[src/verilog/src_sync_pkg.sv]
// Constants, types and helpers shared by both ends of the output link.
// Assumes one 250 MHz clock at both ends, with link pins sampled on it.
// Functional notes
// Device drives strobe pin as data clock.
// Strobe from host clock, oscillator, /2, /4.
// Strobe source select is control bits 7:6.
// Lane width field defaults single; dual, quad.
// Width 10b launches two bits per edge.
// Width 11b launches four bits per edge.
// Rate bit 4 defaults SDR; set means DDR.
// SDR launches only on strobe rising edges.
// DDR launches every edge from first rising.
// All 24 source, width, rate combinations accepted.
// Host expects 10, 5 or 3 strobes.
// Any input protocol value works meanwhile.
// Oscillator strobes only in zone 1.
// Minimal hookup: trigger on select, reset idle.
// Reset pin resets device asynchronously.
// Output control register sits at 00Ch.
// Output word is 22 bits, MSB first.
// Host captures on device strobe edges.
package src_sync_pkg;

   // -------------------------------------------------------------------------
   // Timing.
   // -------------------------------------------------------------------------
   localparam int CLK_PERIOD_PS = 4000; // System clock period.
   localparam int INT_OSC_PERIOD_PS = 8000; // Internal oscillator period.
   // Half oscillator period in whole system cycles, rounded up.
   localparam int INT_OSC_HALF_CYC = (INT_OSC_PERIOD_PS / 2 + CLK_PERIOD_PS - 1) / CLK_PERIOD_PS;
   localparam int SCLK_HALF_DEFAULT = 2; // Host clock half period in cycles.

   // -------------------------------------------------------------------------
   // Word and bus shapes.
   // -------------------------------------------------------------------------
   localparam int WORD_BITS = 22; // Output word length.
   localparam int LANES = 4; // Number of output lanes.
   typedef logic [WORD_BITS-1:0] word_t;
   typedef logic [4:0] count_t; // Holds up to the word length.
   typedef logic [11:0] addr_t;
   typedef logic [7:0] byte_t;
   typedef logic [31:0] data_t;

   // -------------------------------------------------------------------------
   // Device register map and fields.
   // -------------------------------------------------------------------------
   localparam addr_t OPC_ADDR = 12'h00c; // Output protocol control.
   localparam addr_t IPC_ADDR = 12'h008; // Input protocol control.
   localparam addr_t DEV_STAT_ADDR = 12'h040; // Device state, read only.
   localparam byte_t OPC_RESET = 8'h00;
   localparam byte_t IPC_RESET = 8'h00;
   localparam int SRC_SEL_LSB = 6;
   localparam int RATE_BIT = 4;
   localparam int WIDTH_LSB = 2;
   localparam int MODE_LSB = 0;
   localparam logic [1:0] MODE_SRC_SYNC = 2'h3;
   localparam logic [1:0] WIDTH_DUAL = 2'h2;
   localparam logic [1:0] WIDTH_QUAD = 2'h3;
   typedef enum logic [1:0] {STROBE_HOST, STROBE_INT, STROBE_DIV2, STROBE_DIV4} strobe_src_t;

   // -------------------------------------------------------------------------
   // Host register map and fields.
   // -------------------------------------------------------------------------
   localparam addr_t HOST_CTRL_ADDR = 12'h000;
   localparam addr_t HOST_STAT_ADDR = 12'h004;
   localparam addr_t HOST_DATA_ADDR = 12'h008;
   localparam addr_t HOST_PIN_ADDR = 12'h00c;
   localparam int CTRL_START_BIT = 8;
   localparam int CTRL_ZONE2_BIT = 9;
   localparam int STAT_BUSY_BIT = 0;
   localparam int STAT_DONE_BIT = 1;
   localparam int STAT_REFUSED_BIT = 2;

   // Lanes in use for a width code; codes 00b and 01b both mean one lane.
   function automatic logic [2:0] lanes_of(input logic [1:0] w);
      lanes_of = (w == WIDTH_QUAD) ? 3'h4 : (w == WIDTH_DUAL) ? 3'h2 : 3'h1;
   endfunction : lanes_of

   // Strobe count of an optimal read for a width and rate.
   function automatic byte_t optimal_strobes(input logic [1:0] w, input logic ddr);
      if (w == WIDTH_QUAD && ddr) optimal_strobes = 8'h03;
      else if ((w == WIDTH_QUAD) || (w == WIDTH_DUAL && ddr)) optimal_strobes = 8'h05;
      else optimal_strobes = 8'h0a;
   endfunction : optimal_strobes

   // Cycles per strobe half period for the oscillator-based sources.
   function automatic logic [2:0] half_period(input strobe_src_t s);
      case (s)
         STROBE_DIV2: half_period = 3'(2 * INT_OSC_HALF_CYC);
         STROBE_DIV4: half_period = 3'(4 * INT_OSC_HALF_CYC);
         default: half_period = 3'(INT_OSC_HALF_CYC);
      endcase
   endfunction : half_period

endpackage : src_sync_pkg

[src/verilog/src_sync_if.sv]
// Link pins between the output serializer and its host controller.
// Assumes both ends run on one common clock; every pin here is one way.
`timescale 1ns/1ps
interface src_sync_if;
   logic conversion_trigger; // Host starts a conversion on its rising edge.
   logic cs_b; // Frame select, active low.
   logic host_clk; // Host serial clock.
   logic dev_reset_b; // Device reset pin, active low.
   logic source_clock_out; // Strobe that travels with the data.
   logic [3:0] out_lane; // Output lanes 0 to 3.

   modport device (input conversion_trigger, input cs_b, input host_clk, input dev_reset_b,
                   output source_clock_out, output out_lane);
   modport host (output conversion_trigger, output cs_b, output host_clk, output dev_reset_b,
                 input source_clock_out, input out_lane);
endinterface : src_sync_if

[src/verilog/src_sync_host.sv]
// Host end: starts a conversion, frames the read, supplies the serial clock and gathers the word.
// Assumes link inputs are synchronous to clock_in and the device is set to the mode in ctrl.
`timescale 1ns/1ps
module src_sync_host #(
   parameter int SCLK_HALF = src_sync_pkg::SCLK_HALF_DEFAULT
) (
   input wire logic clock_in,
   input wire logic rst_b_in,
   input wire logic ce_in,
   input wire src_sync_pkg::addr_t reg_addr_in,
   input wire src_sync_pkg::data_t reg_wdata_in,
   input wire logic reg_wr_in,
   input wire logic reg_rd_in,
   output src_sync_pkg::data_t reg_rdata_out,
   src_sync_if.host link
);
   import src_sync_pkg::*;

   typedef enum logic [2:0] {H_IDLE, H_TRIG, H_SETUP, H_FRAME} host_state_t;

   if (SCLK_HALF < 1 || SCLK_HALF > 255) begin : g_check
      $error("SCLK_HALF must lie between 1 and 255");
   end

   // -------------------------------------------------------------------------
   // Registers.
   // -------------------------------------------------------------------------
   byte_t mode_reg; // Copy of the device output control value.
   logic zone2_reg; // Transfers happen in zone 2.
   logic pin_rst_reg; // Hold the device reset pin active.
   logic done_reg; // Word captured, sticky.
   logic refused_reg; // Last start refused, sticky.
   byte_t count_reg; // Strobe rising edges seen in the last frame.
   word_t data_reg; // Last captured word.
   host_state_t state_reg;

   strobe_src_t src;
   logic ddr;
   logic [2:0] nlanes;
   assign src = strobe_src_t'(mode_reg[SRC_SEL_LSB +: 2]);
   assign ddr = mode_reg[RATE_BIT];
   assign nlanes = lanes_of(mode_reg[WIDTH_LSB +: 2]);

   logic ctrl_wr;
   logic start_ok;
   logic rd_stat;
   logic frame_end;
   assign ctrl_wr = reg_wr_in && (reg_addr_in == HOST_CTRL_ADDR);
   // Oscillator strobes are refused for zone 2 transfers.
   assign start_ok = !(reg_wdata_in[CTRL_ZONE2_BIT] &&
                       (reg_wdata_in[SRC_SEL_LSB +: 2] != 2'(STROBE_HOST)));
   assign rd_stat = reg_rd_in && (reg_addr_in == HOST_STAT_ADDR);

   // Control writes are ignored while a frame runs.
   always_ff @(posedge clock_in or negedge rst_b_in) begin
      if (!rst_b_in) begin
         mode_reg <= 8'h00;
         zone2_reg <= 1'b0;
         pin_rst_reg <= 1'b0;
      end else if (ce_in && reg_wr_in) begin
         if (ctrl_wr && state_reg == H_IDLE) begin
            mode_reg <= reg_wdata_in[7:0];
            zone2_reg <= reg_wdata_in[CTRL_ZONE2_BIT];
         end else if (reg_addr_in == HOST_PIN_ADDR) begin
            pin_rst_reg <= reg_wdata_in[0];
         end
      end
   end

   // Sticky flags: a set in the same cycle as a status read wins.
   always_ff @(posedge clock_in or negedge rst_b_in) begin
      if (!rst_b_in) begin
         done_reg <= 1'b0;
         refused_reg <= 1'b0;
      end else if (ce_in) begin
         done_reg <= frame_end || (done_reg && !rd_stat);
         refused_reg <= (ctrl_wr && reg_wdata_in[CTRL_START_BIT] && state_reg == H_IDLE && !start_ok) ||
                        (refused_reg && !rd_stat);
      end
   end

   // Read data stand for one cycle after the strobe and are zero otherwise.
   always_ff @(posedge clock_in or negedge rst_b_in) begin
      if (!rst_b_in) begin
         reg_rdata_out <= 32'h0000_0000;
      end else if (ce_in) begin
         if (!reg_rd_in) begin
            reg_rdata_out <= 32'h0000_0000;
         end else if (reg_addr_in == HOST_CTRL_ADDR) begin
            reg_rdata_out <= {22'h00_0000, zone2_reg, 1'b0, mode_reg};
         end else if (reg_addr_in == HOST_STAT_ADDR) begin
            reg_rdata_out <= {8'h00, optimal_strobes(mode_reg[WIDTH_LSB +: 2], ddr), count_reg,
                              5'h00, refused_reg, done_reg, state_reg != H_IDLE};
         end else if (reg_addr_in == HOST_DATA_ADDR) begin
            reg_rdata_out <= {10'h000, data_reg};
         end else if (reg_addr_in == HOST_PIN_ADDR) begin
            reg_rdata_out <= {31'h0000_0000, pin_rst_reg};
         end else begin
            reg_rdata_out <= 32'h0000_0000;
         end
      end
   end

   // -------------------------------------------------------------------------
   // Capture on the device strobe.
   // -------------------------------------------------------------------------
   logic strobe_q; // Strobe level one cycle ago.
   logic seen_rise_reg; // First rising strobe edge of the frame seen.
   count_t left_reg; // Bits still expected.
   word_t rx_reg; // Bits gathered so far.
   logic rise;
   logic capture;
   logic [2:0] take;
   word_t rx_next;

   assign rise = link.source_clock_out && !strobe_q;
   // Capture follows the device strobe, so the host clock's own timing never matters.
   assign capture = (state_reg == H_FRAME) &&
                    (rise || (ddr && !link.source_clock_out && strobe_q && seen_rise_reg));
   assign take = (left_reg < 5'(nlanes)) ? left_reg[2:0] : nlanes;
   assign frame_end = (state_reg == H_FRAME) && (left_reg == 5'h00);

   // Lane 0 holds the earliest bit; padding beyond the word is dropped.
   always_comb begin
      rx_next = rx_reg;
      for (int i = 0; i < LANES; i++) begin
         if (3'(i) < take) begin
            rx_next = {rx_next[WORD_BITS-2:0], link.out_lane[i]};
         end
      end
   end

   // -------------------------------------------------------------------------
   // Frame sequencer and pin drivers.
   // -------------------------------------------------------------------------
   logic trig_reg;
   logic cs_b_reg;
   logic sclk_reg;
   byte_t half_cnt_reg;

   always_ff @(posedge clock_in or negedge rst_b_in) begin
      if (!rst_b_in) begin
         state_reg <= H_IDLE;
         trig_reg <= 1'b0;
         cs_b_reg <= 1'b1;
         sclk_reg <= 1'b0;
         half_cnt_reg <= 8'h00;
         strobe_q <= 1'b0;
         seen_rise_reg <= 1'b0;
         left_reg <= 5'h00;
         rx_reg <= '0;
         count_reg <= 8'h00;
         data_reg <= '0;
      end else if (ce_in) begin
         strobe_q <= link.source_clock_out;
         unique case (state_reg)
            H_IDLE: begin
               if (ctrl_wr && reg_wdata_in[CTRL_START_BIT] && start_ok) begin
                  state_reg <= H_TRIG;
                  trig_reg <= 1'b1;
               end
            end
            H_TRIG: begin
               trig_reg <= 1'b0;
               cs_b_reg <= 1'b0;
               state_reg <= H_SETUP;
            end
            H_SETUP: begin
               left_reg <= 5'(WORD_BITS);
               seen_rise_reg <= 1'b0;
               count_reg <= 8'h00;
               half_cnt_reg <= 8'h00;
               state_reg <= H_FRAME;
            end
            H_FRAME: begin
               if (frame_end) begin
                  cs_b_reg <= 1'b1;
                  sclk_reg <= 1'b0;
                  data_reg <= rx_reg;
                  state_reg <= H_IDLE;
               end else begin
                  // The serial clock runs only when it is the strobe source.
                  if (src == STROBE_HOST) begin
                     if (half_cnt_reg == 8'(SCLK_HALF - 1)) begin
                        half_cnt_reg <= 8'h00;
                        sclk_reg <= ~sclk_reg;
                     end else begin
                        half_cnt_reg <= half_cnt_reg + 8'h01;
                     end
                  end
                  if (rise) begin
                     seen_rise_reg <= 1'b1;
                     count_reg <= count_reg + 8'h01;
                  end
                  if (capture) begin
                     rx_reg <= rx_next;
                     left_reg <= left_reg - 5'(take);
                  end
               end
            end
         endcase
      end
   end

   assign link.conversion_trigger = trig_reg;
   assign link.cs_b = cs_b_reg;
   assign link.host_clk = sclk_reg;
   assign link.dev_reset_b = ~pin_rst_reg;

endmodule : src_sync_host

[src/flat_wrapper.sv]
// flat-port wrapper written by rule: the top's interface ports become plain ports
module src_sync_host_flat import src_sync_pkg::*;
#(
   parameter int SCLK_HALF = src_sync_pkg::SCLK_HALF_DEFAULT
)
  (clock_in, rst_b_in, ce_in, reg_addr_in, reg_wdata_in, reg_wr_in, reg_rd_in, reg_rdata_out, link_conversion_trigger, link_cs_b, link_host_clk, link_dev_reset_b, link_source_clock_out, link_out_lane);
  src_sync_if link_i ();
  input wire logic clock_in;
  input wire logic rst_b_in;
  input wire logic ce_in;
  input wire src_sync_pkg::addr_t reg_addr_in;
  input wire src_sync_pkg::data_t reg_wdata_in;
  input wire logic reg_wr_in;
  input wire logic reg_rd_in;
  output src_sync_pkg::data_t reg_rdata_out;
  output wire logic [$bits(link_i.conversion_trigger)-1:0] link_conversion_trigger;
  output wire logic [$bits(link_i.cs_b)-1:0] link_cs_b;
  output wire logic [$bits(link_i.host_clk)-1:0] link_host_clk;
  output wire logic [$bits(link_i.dev_reset_b)-1:0] link_dev_reset_b;
  input wire logic [$bits(link_i.source_clock_out)-1:0] link_source_clock_out;
  input wire logic [$bits(link_i.out_lane)-1:0] link_out_lane;
  assign link_conversion_trigger = link_i.conversion_trigger;
  assign link_cs_b = link_i.cs_b;
  assign link_host_clk = link_i.host_clk;
  assign link_dev_reset_b = link_i.dev_reset_b;
  assign link_i.source_clock_out = link_source_clock_out;
  assign link_i.out_lane = link_out_lane;
  src_sync_host #(.SCLK_HALF(SCLK_HALF)) u_core (.clock_in(clock_in), .rst_b_in(rst_b_in), .ce_in(ce_in), .reg_addr_in(reg_addr_in), .reg_wdata_in(reg_wdata_in), .reg_wr_in(reg_wr_in), .reg_rd_in(reg_rd_in), .reg_rdata_out(reg_rdata_out), .link(link_i));
endmodule
[config.mk]
export PLATFORM = sky130hd
export DESIGN_NAME = src_sync_host_flat
export DESIGN_NICKNAME = d
export VERILOG_FILES = /design/src/verilog/src_sync_pkg.sv /design/src/verilog/src_sync_if.sv /design/src/verilog/src_sync_host.sv /design/src/flat_wrapper.sv
export SDC_FILE = /design/constraint.sdc
export NUM_CORES = 1
export LEC_CHECK = 0
export BUFFER_PORTS_ARGS = -buffer_cell sky130_fd_sc_hd__clkbuf_2
export CORE_MARGIN = 5
export CORE_UTILIZATION = 58
export CTS_CLUSTER_SIZE = 30
export DETAILED_ROUTE_END_ITERATION = 10
export PLACE_DENSITY = 0.9
export SETUP_SLACK_MARGIN = 0.5
export SLEW_MARGIN = 30
export SYNTH_ARGS = -nofsm -noshare
export SYNTH_HDL_FRONTEND = slang
export SYNTH_SLANG_ARGS = --single-unit
export TNS_END_PERCENT = 30
[constraint.sdc]
create_clock -name clock_in -period 3.7 [get_ports clock_in]
set_input_delay 1.11 -clock clock_in [delete_from_list [all_inputs] [get_ports clock_in]]
set_output_delay 1.11 -clock clock_in [all_outputs]
set_load 0.02 [all_outputs]
==> summary.md, run 1 <==
| Metric | Value |
|---|---|
| Relative slew margins | `0.474` |
| Fmax achieved | `317 MHz` |
| Crit path buffers/inverters | `2` |
| Data required, critical path | `4.01 ns` |
| Starting Density | `0.597` |
| CP max stage delay | `0.59 ns` |
| WS Path Type | `reg2reg` |
| Main combinational cell family by area after synthesis | `compound AO/OA/AOI/OAI gates` |
| Switching power | `0.00132 W` |
| CP Cell Sequence | `and2_1, inv_1, ha_1, a21oi_4, buf_4, a31oi_1, or2_1, o221ai_2, or3_1, a32oi_1` |
| Post-DP HPWL | `11900 µm` |
| Initial antenna violation count | `0` |
| Most common cell after layout, fill and taps aside | `dfrtp_1` |
| Post-Synthesis Cells | `667` |
| NumNets Final | `777` |
| Setup Viol. Count Final | `0` |
| Leakage power | `2.99 nW` |
| # port buffers | `57` |
| Compound-gate portion of the synthesized area | `0.246` |
| GP Congestion | `0.947` |
| P&R area growth vs syn | `9.87%` |
| Crit path DAT | `3.47 ns` |
| Largest delay share family, worst path | `simple AND/OR/NAND/NOR gates` |
| Total grt overflow | `0` |
| Syn Area/Cell | `9.28 µm²` |
| RSZ-0062 raised after global routing | `true` |
| Reg clk slew, reported paths | `0.10 ns` |
| Hold Path Class | `reg2reg` |
| Clock power share | `0.216` |
| 1st-pass router iterations | `6` |
| Slowest CP cell | `or2_1` |
| Die area | `12800 µm²` |
| Status | `complete, no violations` |
| Finished Core Util | `0.656` |
| Max IR drop VDD | `0.316 mV` |
| Share of layout cells above drive strength 1 | `0.213` |
| Max_cap viols | `0` |
| Sum Neg Setup Slack | `0 ns` |
| Comb power frac | `0.298` |
| Worst-Margin Slew | `0.782 ns` |
| Via count | `5682` |
| Post-synth EDFFs | `0` |
| Filler Cell Count | `793` |
| Antenna cells | `0` |
| 1st-iter DRT viols | `984` |
| Adder-cell area share of the yosys netlist | `0.0222` |
| Commonest cells after routing, fill and taps aside | `dfrtp_1 (104), o21ai_0 (60), clkbuf_2 (56)` |
| First-pass GRT wire length | `28600 µm` |
| Final min period | `3.16 ns` |
| Post-synth cell types | `74` |
| Xor and xnor area share after synthesis | `0.00283` |
| Internal | `0.00210 W` |
| Htree depth | `3` |
| GRT Total Usage | `0.277` |
| Hold buffers post-CTS | `0` |
| Fin. Hold Viols | `0` |
| Routed wire length | `17500 µm` |
| Vias in the first global route | `5693` |
| Net Sw Frac | `0.386` |
| Placed Cells incl. Taps | `835` |
| CTS max path bufs | `2` |
| CTS tree | `built` |
| ANT nets after route | `0` |
| Simple-gate portion of the synthesized area | `0.138` |
| Yosys warning count | `0` |
| Sequential fraction of the synthesis area | `0.429` |
| Die height | `113 µm` |
| Post-Syn Area | `6190 µm²` |
| Avg Vias per Cell | `6.66` |
| Core ar. | `10400 µm²` |
| Primary FF master, synth | `dfrtp_1` |
| WL/cell | `20.5 µm` |
| Largest net degree at the start of global routing | `70` |
| Final period util | `0.853` |
| Die width | `113 µm` |
| Worst Skew | `0.00878 ns` |
| Synth Register Bits | `106` |
| Worst-path maximum fanout | `14` |
| # DRC | `0` |
| Setup crit start kind | `flip-flop` |
| CTS Buf Count | `9` |
| Mux contribution to synthesized area | `0.0892` |
| CTS Root Cell | `clkbuf_8` |
| Flop pwr share | `0.485` |
| Io pins | `90` |
| Final Non-Filler Cells | `853` |
| Latest clock arrival within the worst-skew pair | `0.39 ns` |
| CP Capture Type | `flip-flop` |
| Total power divided by cell area | `502 nW/µm²` |
| # rows | `37` |
| Fin worst setup slack | `0.544 ns` |
| FFs w/ async S/R, synth | `1.00` |
| Power Total | `0.00341 W` |
| Slew Viols, Final | `0` |
| CTS sink count | `106` |
| Post-place setup slack | `0.489 ns` |
## repair_timing
action                                  4_1_cts  5_1_grt
buffers inserted                              0        2
pin swaps                                     0        1
resized for setup                             1        2
endpoints found under the setup margin        1        3
## routing by layer
layer / global-route usage / up-vias / part of all wire
met3: 0.0695 / 73 / 0.094
met2: 0.442 / 354 / 0.47
met5: 0 / - / 0
met4: 0.115 / 0 / 0.037
met1: 0.360 / 2745 / 0.40
li1: - / 2510 / -
## worst min-delay path, delay by kind of cell (launching register included)
kind               cells  cell delay [ns]
and+or+nand+nor        1             0.05
AOI/OAI and AO/OA      1             0.06
DFF                    1             0.35
## final cells by class
class / count / area [µm²] / area share
Timing Repair Buffer: 82 / 488 / 0.0718
Multi-Input combinational cell: 474 / 3140 / 0.462
Sequential cell: 106 / 2660 / 0.391
Clock buffer: 12 / 145 / 0.0214
Clock inverter: 4 / 51.3 / 0.00755
Inverter: 39 / 146 / 0.0215
Tap cell: 136 / 170 / 0.0250
## cells by family after synthesis
group | count (synthesis)
compound gates | 228
simple gates | 174
flops | 106
buf+inv | 96
mux | 49
fa+ha+maj | 11
xor+xnor | 2
other cells | 1
## power by group through the flow
stage | registers [W] | logic (W) | clock network (W)
after floorplan | 0.00151 | 0.000797 | 0
after global placement | 0.00165 | 0.000938 | 0
after detailed placement | 0.00166 | 0.000980 | 0
after CTS | 0.00164 | 0.000986 | 0.000745
after global routing | 0.00167 | 0.00112 | 0.000791
final | 0.00166 | 0.00102 | 0.000739
## per-stage QoR
| stage | hold slack (ns) | instance area, µm² |
|---|---|---|
| after global placement | 0.462 | 6580 |
| final | 0.499 | 6800 |
| after detailed placement | 0.481 | 6580 |
| after global routing | 0.519 | 6800 |
| after CTS | 0.503 | 6780 |
| after floorplan | 0.444 | 6230 |
## synthesized netlist by cell type (11+ instances only)
library cell  number  share of area
nor3_1            14          0.011
nor2_1            34          0.021
dfrtp_1          105           0.42
clkbuf_1          23          0.014
nand3_1           15          0.012
inv_1             39          0.024
buf_4             15          0.018
buf_2             15          0.012
nand2_1           56          0.034
o21ai_0           60          0.049
o22ai_1           21          0.021
ha_1              11          0.022
a21oi_1           36          0.029
mux2_2            32          0.058
a22oi_1           17          0.021
and3_1            12          0.012
mux2i_1           11          0.018
## worst paths after layout
check	from	to	slack [ns]	depth (start not counted)
setup / recovery	u_core.mode_reg[2]	u_core.rx_reg[6]	0.54	10
hold / removal	u_core.rx_reg[21]	u_core.rx_reg[21]	0.50	2
setup reg to reg	u_core.mode_reg[2]	u_core.rx_reg[6]	0.54	10
hold reg to reg	u_core.rx_reg[21]	u_core.rx_reg[21]	0.50	2
max in group asynchronous	rst_b_in	u_core.link.cs_b	2.26	2
min in group asynchronous	rst_b_in	u_core.half_cnt_reg[4]	0.69	1
Power figures use the tool's default switching activity.
==> inputs of run 2 (changes only) <==
CAP_MARGIN = 20   (was not set)
PLACE_DENSITY = 0.82   (was 0.9)
==> run 2 against run 1 <==
Effect of this change: utilization up 0.48 points; design area grew 0.74%; sequential share of layout area is 0.29 points lower; largest power group unchanged.
==> summary.md, run 2 (synthesized netlist as in run 1, its figures left out) <==
| Metric | Value |
|---|---|
| Largest net degree at the start of global routing | `56` |
| 1st-iter DRT viols | `567` |
| # rows | `37` |
| Initial antenna violation count | `0` |
| Io pins | `90` |
| # port buffers | `57` |
| CTS Root Cell | `clkbuf_8` |
| RSZ-0062 raised after global routing | `false` |
| Total power divided by cell area | `500 nW/µm²` |
| Setup crit start kind | `flip-flop` |
| Crit path DAT | `3.30 ns` |
| WL/cell | `19.7 µm` |
| Worst-Margin Slew | `0.836 ns` |
| CP Cell Sequence | `and2_1, inv_1, ha_2, a21oi_4, buf_4, and4_4, or2_1, o221ai_2, or3_1, a32oi_1` |
| CTS tree | `built` |
| CTS sink count | `106` |
| Total grt overflow | `0` |
| Slew Viols, Final | `0` |
| Clock power share | `0.216` |
| Data required, critical path | `4.00 ns` |
| Comb power frac | `0.299` |
| 1st-pass router iterations | `5` |
| Latest clock arrival within the worst-skew pair | `0.38 ns` |
| Routed wire length | `17000 µm` |
| Internal | `0.00209 W` |
| Top Layer Used | `met4` |
| Die height | `113 µm` |
| ANT nets after route | `0` |
| Status | `complete, no violations` |
| Switching power | `0.00134 W` |
| GRT Total Usage | `0.272` |
| Final period util | `0.811` |
| Fmax achieved | `333 MHz` |
| CTS Buf Count | `9` |
| Met1 WL | `6880 µm` |
| CP max stage delay | `0.44 ns` |
| Worst-path maximum fanout | `11` |
| CP Capture Type | `flip-flop` |
| Setup Viol. Count Final | `0` |
| Die width | `113 µm` |
| Flop pwr share | `0.485` |
| First-pass GRT wire length | `28000 µm` |
| Max IR drop VDD | `0.317 mV` |
| Commonest cells after routing, fill and taps aside | `dfrtp_1 (104), o21ai_0 (59), nand2_1 (56), clkbuf_2 (56), inv_1 (39)` |
| # DRC | `0` |
| Antenna cells | `0` |
| Sum Neg Setup Slack | `0 ns` |
| Relative slew margins | `0.438` |
| Die area | `12800 µm²` |
| Post-DP HPWL | `12000 µm` |
| Hold Path Class | `reg2reg` |
| Core ar. | `10400 µm²` |
| Net Sw Frac | `0.390` |
| Fin. Hold Viols | `0` |
| Leakage power | `3.01 nW` |
| Max_cap viols | `0` |
| Reg clk slew, reported paths | `0.11 ns` |
| Vias in the first global route | `5532` |
| GP Congestion | `0.947` |
| Final min period | `3.00 ns` |
| Fin Hold WS | `0.492 ns` |
| Largest delay share family, worst path | `simple AND/OR/NAND/NOR gates` |
| Avg Vias per Cell | `6.46` |
| Via count | `5553` |
| Slowest CP cell | `or2_1` |
| Starting Density | `0.597` |
| P&R area growth vs syn | `10.7%` |
| CTS max path bufs | `2` |
| Share of layout cells above drive strength 1 | `0.223` |
| Met2 WL post-DR | `8030 µm` |
| Worst Skew | `0.0149 ns` |
| Routed met3 length | `1600 µm` |
| Htree depth | `3` |
| NumNets Final | `783` |
| Crit path buffers/inverters | `2` |
| WS Path Type | `reg2reg` |
| Power Total | `0.00342 W` |
| Most common cell after layout, fill and taps aside | `dfrtp_1` |
==> run 2: routing by layer <==
metal  vias to the layer above  track usage
li1                       2526            -
met1                      2695        0.351
met2                       293        0.441
met3                        39       0.0706
met4                         0        0.100
met5                         -            0
==> run 2: stage by stage <==
step / cells / area, µm² / utilization / worst slack (ns)
2_1_floorplan: 676 / 6230 / - / 0.539
3_3_place_gp: 841 / 6620 / 0.639 / 0.711
3_5_place_dp: 841 / 6620 / 0.639 / 0.691
4_1_cts: 857 / 6820 / 0.658 / 0.699
5_1_grt: 859 / 6850 / 0.660 / 0.514
6_report: 859 / 6850 / 0.660 / 0.701
==> run 2: power by group through the flow <==
stage / Combinational [W] / Clock (W) / Sequential (W)
detailed placement: 0.000981 / 0 / 0.00166
finish: 0.00102 / 0.000738 / 0.00166
global route: 0.00113 / 0.000802 / 0.00168
floorplan: 0.000797 / 0 / 0.00151
global placement: 0.000944 / 0 / 0.00165
CTS: 0.000987 / 0.000755 / 0.00164
==> run 2: tightest hold or removal path: cells and delay by family, from the launching register on <==
family             cells  cell delay (ns)
AOI/OAI and AO/OA      1             0.06
DFF                    1             0.36
and+or+nand+nor        1             0.05
==> run 2: final cells by class <==
| class | instances | area (µm²) |
|---|---|---|
| inverters | 39 | 146 |
| fillers | 835 | 3520 |
| repair buffers | 88 | 533 |
| flip-flops and latches | 106 | 2660 |
| clock inverters | 7 | 75.1 |
| multi-input cells | 474 | 3140 |
| clock buffers | 9 | 124 |
| well taps | 136 | 170 |
==> run 2: repair_timing <==
item                                    in CTS  in global routing
hold buffers                                 0                  0
resized for setup                            0                  4
endpoints found under the setup margin       0                  2
setup buffers                                0                  2
==> run 2: final timing paths <==
path	start	endpoint	cells past startpoint	slack [ns]
worst max register to register	u_core.mode_reg[3]	u_core.rx_reg[6]	10	0.70
min in group asynchronous	rst_b_in	u_core.half_cnt_reg[3]	1	0.76
worst min-delay path	u_core.rx_reg[21]	u_core.rx_reg[21]	2	0.49
worst min register to register	u_core.rx_reg[21]	u_core.rx_reg[21]	2	0.49
worst max-delay path	u_core.mode_reg[3]	u_core.rx_reg[6]	10	0.70
max in group asynchronous	rst_b_in	u_core.link.cs_b	2	2.18
==> inputs of run 3 (changes only) <==
clock period = 3.1 ns   (was 3.7 ns; I/O delays follow)
==> run 3 against run 2 <==
Effect of this change: sequential share of layout area fell by 1.7 points; combinational power is 30% higher; non-clock buffer count is 29 higher; worst setup slack got worse by 0.24 ns; critical endpoint is now u_core.left_reg[4]; die area is the same; design area up 4.7%; power is 24% higher; clock power increased by 23%; critical path depth increased by 3; worst hold slack worse by 0.0087 ns.
==> summary.md, run 3 (synthesized netlist as in run 1, its figures left out) <==
| Metric | Value |
|---|---|
| Status | `complete, no violations` |
| # DRC | `0` |
| FF+latch area | `2660 µm²` |
| Post-DP HPWL | `12200 µm` |
| CTS tree | `built` |
| Data required, critical path | `3.44 ns` |
| Commonest cells after routing, fill and taps aside | `dfrtp_1 (103), buf_4 (60), o21ai_0 (59)` |
| Total power divided by cell area | `590 nW/µm²` |
| Fin. Hold Viols | `0` |
| Htree depth | `3` |
| Via count | `5673` |
| CTS Buf Count | `9` |
| Max IR drop VDD | `0.376 mV` |
| GRT Total Usage | `0.281` |
| Setup Viol. Count Final | `0` |
| NumNets Final | `812` |
| 1st-iter DRT viols | `662` |
| Starting Density | `0.597` |
| Crit path DAT | `2.98 ns` |
| Io pins | `90` |
| P&R area growth vs syn | `15.9%` |
| WS Path Type | `reg2reg` |
| WL/cell | `19.6 µm` |
| CP Capture Type | `flip-flop` |
| Leakage power | `3.18 nW` |
| Reg clk slew, reported paths | `0.10 ns` |
| Most common cell after layout, fill and taps aside | `dfrtp_1` |
| Final period util | `0.852` |
| Final min period | `2.64 ns` |
| Hold buffers post-CTS | `0` |
| Fmax achieved | `379 MHz` |
| Avg Vias per Cell | `6.39` |
| Sum Neg Setup Slack | `0 ns` |
| Share of layout cells above drive strength 1 | `0.271` |
| Die width | `113 µm` |
| Area of the multi-input gates | `3230 µm²` |
| Slew Viols, Final | `0` |
| Filler Cell Count | `784` |
| CTS Root Cell | `clkbuf_8` |
| Latest clock arrival within the worst-skew pair | `0.40 ns` |
| Hold Path Class | `in2async` |
| 1st-pass router iterations | `6` |
| Antenna cells | `0` |
| Worst-path maximum fanout | `4` |
| Post-place setup slack | `0.278 ns` |
| Routed wire length | `17400 µm` |
| Worst-Margin Slew | `0.592 ns` |
| ANT nets after route | `0` |
| CTS max path bufs | `2` |
| Die height | `113 µm` |
| Setup crit start kind | `flip-flop` |
| Largest net degree at the start of global routing | `53` |
| Max_cap viols | `0` |
| CTS sink count | `106` |
| # port buffers | `57` |
| Die area | `12800 µm²` |
| Fin worst setup slack | `0.460 ns` |
| First-pass GRT wire length | `28800 µm` |
| Core ar. | `10400 µm²` |
| RSZ-0062 raised after global routing | `true` |
| Worst Skew | `0.0156 ns` |
| Relative slew margins | `0.602` |
| Initial antenna violation count | `0` |
| Total grt overflow | `0` |
| # rows | `37` |
| GP Congestion | `0.954` |
| Vias in the first global route | `5600` |
[run 3: metrics by stage]
step                total power (W)  hold WS (ns)  area [µm²]  std cells  utilization
detailed placement          0.00321         0.469        6770        855        0.653
finish                      0.00423         0.483        7170        888        0.691
floorplan                   0.00278         0.444        6290        676            -
global route                0.00447         0.499        7170        888        0.691
global placement            0.00316         0.466        6770        855        0.653
CTS                         0.00415         0.488        7040        878        0.678
[run 3: report_power, final]
group / total [W] / internal (W) / switching (W)
sequential: 0.00199 / 0.00159 / 0.000398
combinational: 0.00133 / 0.000594 / 0.000734
clock: 0.000911 / 0.000404 / 0.000507
[run 3: path summary, 6_finish.rpt]
check,slack [ns],start,endpoint,cells after the start
worst max-delay path,0.46,u_core.mode_reg[3],u_core.left_reg[4],13
worst min-delay path,0.48,rst_b_in,u_core.half_cnt_reg[5],1
worst max register to register,0.46,u_core.mode_reg[3],u_core.left_reg[4],13
worst min register to register,0.49,u_core.count_reg[7],u_core.count_reg[7],1
max in group asynchronous,1.95,rst_b_in,u_core.link.cs_b,2
min in group clock_in,0.49,u_core.count_reg[7],u_core.count_reg[7],1
[run 3: critical path, stage by stage (launching register included)]
cell,delay [ns]
dfrtp_2,0.45
and2_4,0.18
inv_6,0.07
ha_4,0.21
a21oi_4,0.22
nand3_4,0.12
o21ai_2,0.14
ha_2,0.21
inv_2,0.05
ha_4,0.17
a31oi_1,0.17
a31oi_1,0.08
or4_1,0.41
nand3_1,0.09
[run 3: final cells by class]
| cell class | instances | share of cell area |
|---|---|---|
| inverter | 39 | 0.0211 |
| tap | 136 | 0.0237 |
| sequential | 106 | 0.370 |
| timing repair buffer | 117 | 0.105 |
| multi-input combinational | 474 | 0.451 |
| clock inverter | 6 | 0.00977 |
| clock buffer | 10 | 0.0192 |
[run 3: per-layer routing]
| metal | up-vias | track usage | wire [µm] |
|---|---|---|---|
| met5 | - | 0 | 0 |
| met2 | 324 | 0.453 | 8310 |
| li1 | 2591 | - | - |
| met3 | 56 | 0.0738 | 1580 |
| met4 | 0 | 0.102 | 427 |
| met1 | 2702 | 0.365 | 7120 |
[run 3: what timing repair did]
| action | CTS | global route |
|---|---|---|
| endpoints found under the setup margin | 19 | 24 |
| setup buffers | 7 | 10 |
| pin swaps | 3 | 2 |
| gates resized for setup | 3 | 11 |
